<file path="src/arb_pkg.sv">
/*
  shared constants and types for the daisy chain arbitration ends.
  assumes a single 125 MHz clock domain on both ends.
*/
package arb_pkg;
  localparam int unsigned CLK_PERIOD_NS   = 8;
  localparam int unsigned DELAY_WIDTH     = 16;
  localparam logic [15:0] DELAY_DEFAULT   = 16'h0010;
  localparam int unsigned SYNC_STAGES     = 2;
  // resource operation codes
  typedef enum logic [1:0] {
    op_test_type     = 2'h0,
    op_request_type  = 2'h1,
    op_set_type      = 2'h2,
    op_clear_type    = 2'h3
  } res_op_type;
  typedef enum logic [1:0] {
    rs_idle_type  = 2'b00,
    rs_wait_type  = 2'b01,
    rs_check_type = 2'b11
  } res_state_type;
  typedef enum logic [1:0] {
    bs_idle_type = 2'b00,
    bs_req_type  = 2'b01,
    bs_own_type  = 2'b11
  } bus_state_type;
endpackage : arb_pkg

</file>
<file path="src/arb_if.sv">
/*
  link between the processor end and one requester end.
  assumes the testbench resolves wired lines from the enables.
*/
`timescale 1ns/1ns
interface arb_if;
  logic resource_busy_line;     // wired busy status seen by all users
  logic resource_req_line;      // request out of the processor end
  logic resource_grant_in;      // grant chain into the processor end
  logic resource_grant_out;     // grant chain out of the processor end
  logic cpu_bus_req_in;         // shared bus request level seen by cpu
  logic cpu_bus_grant_out;      // cpu acknowledge, head of bus chain
  logic shared_bus_req_line;    // resolved shared request line level
  logic bus_req_drive;          // requester drives request line active
  logic bus_grant_chain_in;     // bus grant into requester
  logic bus_grant_chain_out;    // bus grant out of requester
  logic res_req_o_line;         // requester resource request out
  logic res_grant_in_r;         // requester resource grant in
  logic res_grant_out_r;        // requester resource grant out
  modport cpu_mp (
    input  resource_busy_line, resource_grant_in, cpu_bus_req_in,
    output resource_req_line, resource_grant_out, cpu_bus_grant_out
  );
  modport req_mp (
    input  resource_busy_line, res_grant_in_r, shared_bus_req_line, bus_grant_chain_in,
    output res_req_o_line, res_grant_out_r, bus_req_drive, bus_grant_chain_out
  );
endinterface : arb_if

</file>
<file path="src/cpu_end.sv">
/*
  processor end: resource request pins and operations, default bus master.
  assumes link inputs asynchronous; synchronises them on clk_i.
*/
`timescale 1ns/1ns
// Behaviour
// - sample busy before requesting, abort flagging busy
// - assert request, count 16-bit delay down
// - after delay test grant, flag or withdraw
// - chain grants only highest priority requester
// - four one-way resource lines per user
// - no preemption, hold until request released
// - one request output, one readable state input
// - test, timed request, set, clear operations
// - processor is default bus master
// - finish cycle, float, then acknowledge bus
// - bus request line sensed and driven by all; cpu end only senses it, req_end drives it
// - requester waits while bus line active
// - idle line: drive request, await grant
// - granted requester blocks grant, takes bus
module cpu_end (
  input  wire logic                 clk_i,        // 125 MHz clock
  input  wire logic                 reset_n_i,    // async reset, active low
  arb_if.cpu_mp                     link,         // link side
  input  wire logic                 op_valid_i,   // operation strobe
  input  wire arb_pkg::res_op_type  op_code_i,    // operation select
  input  wire logic [15:0]          op_delay_i,   // delay count for timed request
  input  wire logic                 cycle_end_i,  // current machine cycle ends
  output logic                      busy_o,       // op in progress
  output logic                      done_o,       // op finished pulse
  output logic                      res_state_o,  // last tested resource input
  output logic                      busy_flag_o,  // request ended: resource busy
  output logic                      grant_flag_o, // resource granted
  output logic                      bus_float_o,  // outputs floated
  output logic                      bus_master_o  // processor drives bus
);
  import arb_pkg::*;
  logic [1:0]    busy_sync_ff;
  logic [1:0]    grant_sync_ff;
  logic [1:0]    breq_sync_ff;
  logic [15:0]   cnt_ff;
  res_state_type state_ff;
  logic          req_ff;
  logic          gout_ff;
  logic          busy_ff;
  logic          done_ff;
  logic          rstate_ff;
  logic          bflag_ff;
  logic          gflag_ff;
  logic          float_ff;
  logic          ack_ff;
  // registered copy of the inverse of float so the output comes from a flop
  logic          master_ff;
  wire busy_s  = busy_sync_ff[1];
  wire grant_s = grant_sync_ff[1];
  wire breq_s  = breq_sync_ff[1];
  wire start   = op_valid_i && state_ff == rs_idle_type;
  always_ff @(posedge clk_i or negedge reset_n_i) begin
    if (!reset_n_i) begin
      busy_sync_ff  <= 2'h0;
      grant_sync_ff <= 2'h0;
      breq_sync_ff  <= 2'h0;
    end else begin
      busy_sync_ff  <= {busy_sync_ff[0], link.resource_busy_line};
      grant_sync_ff <= {grant_sync_ff[0], link.resource_grant_in};
      breq_sync_ff  <= {breq_sync_ff[0], link.cpu_bus_req_in};
    end
  end
  always_ff @(posedge clk_i or negedge reset_n_i) begin
    if (!reset_n_i) begin
      state_ff <= rs_idle_type;
      cnt_ff <= 16'h0000;
      req_ff <= 1'b0;
      done_ff <= 1'b0;
      rstate_ff <= 1'b0;
      bflag_ff <= 1'b0;
      gflag_ff <= 1'b0;
      busy_ff <= 1'b0;
    end else begin
      done_ff <= 1'b0;
      unique case (state_ff)
        rs_idle_type: if (start) begin
          unique case (op_code_i)
            op_test_type: begin
              rstate_ff <= busy_s;
              done_ff <= 1'b1;
            end
            op_request_type: begin
              if (busy_s) begin
                bflag_ff <= 1'b1;
                gflag_ff <= 1'b0;
                done_ff <= 1'b1;
              end else begin
                req_ff <= 1'b1;
                bflag_ff <= 1'b0;
                cnt_ff <= op_delay_i;
                state_ff <= rs_wait_type;
                busy_ff <= 1'b1;
              end
            end
            op_set_type: begin
              req_ff <= 1'b1;
              done_ff <= 1'b1;
            end
            op_clear_type: begin
              req_ff <= 1'b0;
              gflag_ff <= 1'b0;
              done_ff <= 1'b1;
            end
          endcase
        end
        rs_wait_type: begin
          if (cnt_ff == 16'h0000) state_ff <= rs_check_type;
          else cnt_ff <= cnt_ff - 16'h0001;
        end
        rs_check_type: begin
          gflag_ff <= grant_s;
          req_ff <= grant_s;
          done_ff <= 1'b1;
          state_ff <= rs_idle_type;
          busy_ff <= 1'b0;
        end
        default: begin
          state_ff <= rs_idle_type;
          busy_ff <= 1'b0;
        end
      endcase
    end
  end
  // grant passes on only while not requesting
  always_ff @(posedge clk_i or negedge reset_n_i) begin
    if (!reset_n_i) gout_ff <= 1'b0;
    else gout_ff <= grant_s && !req_ff;
  end
  // bus: float at end of cycle, then acknowledge
  always_ff @(posedge clk_i or negedge reset_n_i) begin
    if (!reset_n_i) begin
      float_ff <= 1'b0;
      master_ff <= 1'b1;
      ack_ff <= 1'b0;
    end else if (!breq_s) begin
      float_ff <= 1'b0;
      master_ff <= 1'b1;
      ack_ff <= 1'b0;
    end else begin
      if (cycle_end_i) begin
        float_ff <= 1'b1;
        master_ff <= 1'b0;
      end
      ack_ff <= float_ff;
    end
  end
  assign link.resource_req_line  = req_ff;
  assign link.resource_grant_out = gout_ff;
  assign link.cpu_bus_grant_out  = ack_ff;
  assign busy_o = busy_ff;
  assign done_o = done_ff;
  assign res_state_o = rstate_ff;
  assign busy_flag_o = bflag_ff;
  assign grant_flag_o = gflag_ff;
  assign bus_float_o = float_ff;
  assign bus_master_o = master_ff;
endmodule : cpu_end

</file>
<file path="src/flat_wrapper.sv">
// flat-port wrapper written by rule: the top's interface ports become plain ports
module cpu_end_flat import arb_pkg::*;
  (clk_i, reset_n_i, op_valid_i, op_code_i, op_delay_i, cycle_end_i, busy_o, done_o, res_state_o, busy_flag_o, grant_flag_o, bus_float_o, bus_master_o, link_resource_busy_line, link_resource_grant_in, link_cpu_bus_req_in, link_resource_req_line, link_resource_grant_out, link_cpu_bus_grant_out);
  arb_if link_i ();
  input  wire logic clk_i;
  input  wire logic reset_n_i;
  input  wire logic op_valid_i;
  input  wire arb_pkg::res_op_type op_code_i;
  input  wire logic [15:0] op_delay_i;
  input  wire logic cycle_end_i;
  output logic busy_o;
  output logic done_o;
  output logic res_state_o;
  output logic busy_flag_o;
  output logic grant_flag_o;
  output logic bus_float_o;
  output logic bus_master_o;
  input wire logic [$bits(link_i.resource_busy_line)-1:0] link_resource_busy_line;
  input wire logic [$bits(link_i.resource_grant_in)-1:0] link_resource_grant_in;
  input wire logic [$bits(link_i.cpu_bus_req_in)-1:0] link_cpu_bus_req_in;
  output wire logic [$bits(link_i.resource_req_line)-1:0] link_resource_req_line;
  output wire logic [$bits(link_i.resource_grant_out)-1:0] link_resource_grant_out;
  output wire logic [$bits(link_i.cpu_bus_grant_out)-1:0] link_cpu_bus_grant_out;
  assign link_i.resource_busy_line = link_resource_busy_line;
  assign link_i.resource_grant_in = link_resource_grant_in;
  assign link_i.cpu_bus_req_in = link_cpu_bus_req_in;
  assign link_resource_req_line = link_i.resource_req_line;
  assign link_resource_grant_out = link_i.resource_grant_out;
  assign link_cpu_bus_grant_out = link_i.cpu_bus_grant_out;
  cpu_end u_core (.clk_i(clk_i), .reset_n_i(reset_n_i), .link(link_i), .op_valid_i(op_valid_i), .op_code_i(op_code_i), .op_delay_i(op_delay_i), .cycle_end_i(cycle_end_i), .busy_o(busy_o), .done_o(done_o), .res_state_o(res_state_o), .busy_flag_o(busy_flag_o), .grant_flag_o(grant_flag_o), .bus_float_o(bus_float_o), .bus_master_o(bus_master_o));
endmodule
</file>
<file path="config.mk">
export PLATFORM = sky130hd
export DESIGN_NAME = cpu_end_flat
export DESIGN_NICKNAME = d
export VERILOG_FILES = /design/src/arb_pkg.sv /design/src/arb_if.sv /design/src/cpu_end.sv /design/src/flat_wrapper.sv
export SDC_FILE = /design/constraint.sdc
export NUM_CORES = 1
export LEC_CHECK = 0
export ABC_AREA = 1
export BUFFER_PORTS_ARGS = -buffer_cell sky130_fd_sc_hd__buf_4
export CAP_MARGIN = 20
export CORE_MARGIN = 10
export CORE_UTILIZATION = 50
export CTS_CLUSTER_DIAMETER = 50
export CTS_CLUSTER_SIZE = 28
export DETAILED_ROUTE_END_ITERATION = 10
export MAX_ROUTING_LAYER = met4
export PLACE_DENSITY = 0.82
export SYNTH_ARGS = -nofsm -noshare
export SYNTH_HDL_FRONTEND = slang
export SYNTH_SLANG_ARGS = --single-unit
</file>
<file path="constraint.sdc">
create_clock -name clk_i -period 1.7 [get_ports clk_i]
set_clock_uncertainty 0.1 [all_clocks]
set_input_delay 0.17 -clock clk_i [delete_from_list [all_inputs] [get_ports clk_i]]
set_output_delay 0.17 -clock clk_i [all_outputs]
set_load 0.005 [all_outputs]
</file>
==> impl_metrics.py <==
metrics = {
    "status": {
        "status": "finished, violations left",
        "violations": "setup timing",
    },
    "place": {
        "io_buffers": 34,
        "hpwl_um": 3487,
        "dpl.cell_count": 367,
        "dp_slack_ps": -0.5197,
        "dpl_cell_area_um2": 2405,
        "gp_congestion": 0.8757,
    },
    "synth": {
        "yosysTopAreaCell": "dfrtp_1",
        "synth-seq-cells": 34,
        "ys_seq_area_share_pct": 42.30,
        "synth_top_family_by_area": "simple AND/OR/NAND/NOR gates",
        "synth_xor_xnor_area_share_pct": 0.4348,
        "ys.flop_type": "dfrtp_1",
        "synth_edf_count": 0,
        "synth_compound_area_share_pct": 10.12,
        "synth.area.mux_share_pct": 0,
        "synthAdderAreaFrac_pct": 2.484,
        "synth_top_area_share_pct": 40.99,
        "synthArstFlopShare_pct": 100.0,
        "syn_area_um2": 2014,
        "yosys.cell_types.count": 32,
        "syn_inst": 273,
        "synthSimpleGateAreaFrac_pct": 36.27,
        "yosys-top-cells-area": "dfrtp_1, nand2_1, inv_1",
        "synth_warnings": 0,
        "avgSynthCellArea_um2": 7.379,
        "syn_nets": 302,
    },
    "routing": {
        "drt-total-wl_um": 5605,
        "ant_nets": 0,
        "drtIter0Drc": 243,
        "vias": 2010,
        "dr.pass1.iters": 4,
        "routedWlPerCell_um": 14.45,
        "via_per_inst": 5.180,
        "drc": 0,
    },
    "timing": {
        "setup_viol": 7,
        "rsz0062_at_grt": "yes",
        "clock.fmax_mhz": 580.5,
        "min_period_ps": 1723,
        "hold_ws_ps": 70.05,
        "drv_slew": 0,
        "final_hold_viol_count": 0,
        "finalCritPeriodShare_pct": 101.3,
        "slew_headroom_pct": 71.73,
        "setup_ws_ps": -22.73,
        "tightest_slew_ps": 424.1,
    },
    "critical_path": {
        "cp_data_arrival_time_ps": 1810,
        "required_ps": 1780,
        "start_kind": "register",
        "cp-end-kind": "register",
        "rr_worst_depth": 11,
        "r2r-end": "u_core.cnt_ff[5]",
        "path_class": "register to register",
        "r2r_slack_ps": -20,
        "rr_startpoint": "u_core.state_ff[1]",
        "cp_max_fo": 5,
        "crit_path_end": "u_core.cnt_ff[5]",
        "crit_path_start": "u_core.state_ff[1]",
    },
    "global_route": {
        "grt_usage_pct": 15.14,
        "grt_use_met2_pct": 25.84,
        "overflow": 0,
        "use_met1_pct": 16.77,
        "grt-busiest-layer": "met2",
        "grt_pass1_wl_um": 8666,
        "grt_max_degree": 35,
        "globalRouteMet3Util_pct": 3.613,
        "antenna_found_initial": 0,
        "grt_pass1_vias": 1971,
    },
    "floorplan": {
        "start_util_pct": 51.09,
        "dieArea_um2": 6968,
        "die_y_um": 83.48,
        "rows": 23,
        "fp.dieW_um": 83.48,
        "coreArea_um2": 3943,
        "io_pins": 35,
    },
    "cts": {
        "htree_levels": 2,
        "clkTransAtPathRegs_ps": 70,
        "cts_buffers": 5,
        "cts_tree": "yes",
        "cts_sinks": 34,
        "clkLatencyLatePin_ps": 290,
        "cts_root_buf": "clkbuf_8",
        "clockBufferDepth": 2,
    },
    "pwr": {
        "ir_worst_vdd_uv": 643.7,
        "cellLeakagePower_nw": 1.408,
        "powerDensity_nw_per_um2": 680.1,
    },
    "cells_and_area": {
        "fin_util_pct": 69.88,
        "diodes": 0,
        "nets": 366,
        "final_area_um2": 2755,
        "drive_above_1_share_pct": 34.02,
        "final_cells": 388,
        "syn_to_final_growth_pct": 36.77,
    },
    "flow_run": {
        "drv_cap": 0,
    },
    "min_path": {
        "min_path_type": "input pin to register",
    },
}
## synthesized netlist by cell type, types with 2 or more instances
master / n
nor2_2: 3
inv_2: 2
a21oi_1: 6
o21ai_0: 15
nand3_2: 2
ha_1: 4
o21ai_2: 7
dfrtp_1: 33
nand3_1: 16
nand2_2: 6
inv_1: 29
nand2_1: 102
buf_6: 3
nor2_1: 25
nor2_4: 3
## through the flow
step                power (mW)  TNS [ps]
detailed placement      0.9443   -0.5197
floorplan               0.8637         0
finish                   1.874    -81.05
global placement        0.9408         0
CTS                      1.880         0
global route             1.930     -1551
## worst max-delay path: stages (launching register included)
cell	delay [ps]
dfrtp_1	410
inv_2	100
ha_4	180
inv_4	40
or2_0	230
nand2_2	100
nor2_4	70
nand2_8	120
buf_6	120
inv_6	40
nand2_1	60
o21ai_2	50
## cell families after synthesis
logic type,Yosys count
AND/OR/NAND/NOR,163
buffers and inverters,38
flip-flops,34
AO/OA/AOI/OAI,33
adder cells (fa/ha/maj),4
XOR/XNOR,1
## where the power goes
group / switching (mW) / total, mW / leakage, nW / internal (mW)
combinational: 0.0440 / 0.103 / 0.929 / 0.0592
clock: 0.310 / 0.936 / 0.0714 / 0.626
sequential: 0.00820 / 0.835 / 0.407 / 0.826
total: 0.363 / 1.87 / 1.41 / 1.51
## placed cells by master, fill, tap and decap left out, types with 2 or more instances in the layout
| cell type | n |
|---|---|
| nor2_4 | 3 |
| clkbuf_8 | 6 |
| buf_4 | 52 |
| o21ai_1 | 2 |
| nand2_1 | 90 |
| inv_2 | 4 |
| nor2_1 | 23 |
| nand3_2 | 2 |
| inv_6 | 2 |
| ha_4 | 2 |
| nand3_1 | 16 |
| o21ai_2 | 8 |
| buf_6 | 2 |
| nor2_2 | 5 |
| bufinv_16 | 2 |
| inv_1 | 26 |
| o21ai_0 | 12 |
| a21oi_1 | 6 |
| dlygate4sd3_1 | 5 |
| nand2_2 | 17 |
| dfrtp_1 | 33 |
## worst min-delay path by stage
| stage | from | endpoint | slack (ps) | cells past startpoint |
|---|---|---|---|---|
| final | op_delay_i[15] | u_core.cnt_ff[15] | 70 | 5 |
| after global routing | op_delay_i[4] | u_core.cnt_ff[4] | 110 | 3 |
| after CTS | op_delay_i[15] | u_core.cnt_ff[15] | 60 | 5 |
| after detailed placement | reset_n_i | u_core.busy_flag_o | 40 | 1 |
| after global placement | reset_n_i | u_core.res_state_o | 40 | 1 |
| after floorplan | reset_n_i | u_core.breq_sync_ff[0] | -230 | 0 |
## per-layer routing
layer,share of wire (%),vias to the layer above,routed length (um)
li1,-,977,-
met4,2.4,0,134
met2,52,68,2895
met1,41,949,2311
met3,4.7,16,264
met5,0,-,0
## layout make-up
class / instances / area (um2)
repair inverters: 2 / 17.52
flip-flops and latches: 34 / 852.1
repair buffers: 60 / 467.9
multi-input cells: 201 / 1074
clock buffers: 6 / 82.58
inverters: 33 / 138.9
clock inverters: 2 / 60.06
well taps: 50 / 62.56
fillers: 309 / 1187
## state kept, by name, summed over array words and instances, names as in the netlist
signal                          count
u_core.busy_sync_ff                 2
u_core.busy_flag_o                  1
u_core.bus_float_o                  1
u_core.done_o                       1
u_core.res_state_o                  1
u_core.breq_sync_ff                 2
u_core.busy_o                       1
u_core.state_ff                     2
u_core.bus_master_o                 1
u_core.cnt_ff                      16
u_core.link.cpu_bus_grant_out       1
u_core.grant_sync_ff                2
u_core.link.resource_req_line       1
u_core.grant_flag_o                 1
u_core.link.resource_grant_out      1
## timing repair
item                                   4_1_cts  5_1_grt
setup endpoints to repair                   16       20
resized for setup                            4       29
gates cloned                                 0        3
pin swaps                                    0       10
hold buffers                                 5        0
endpoints found under the hold margin       37        0
buffers inserted                             0        5
No activity file was read; power rests on OpenSTA's default activity.
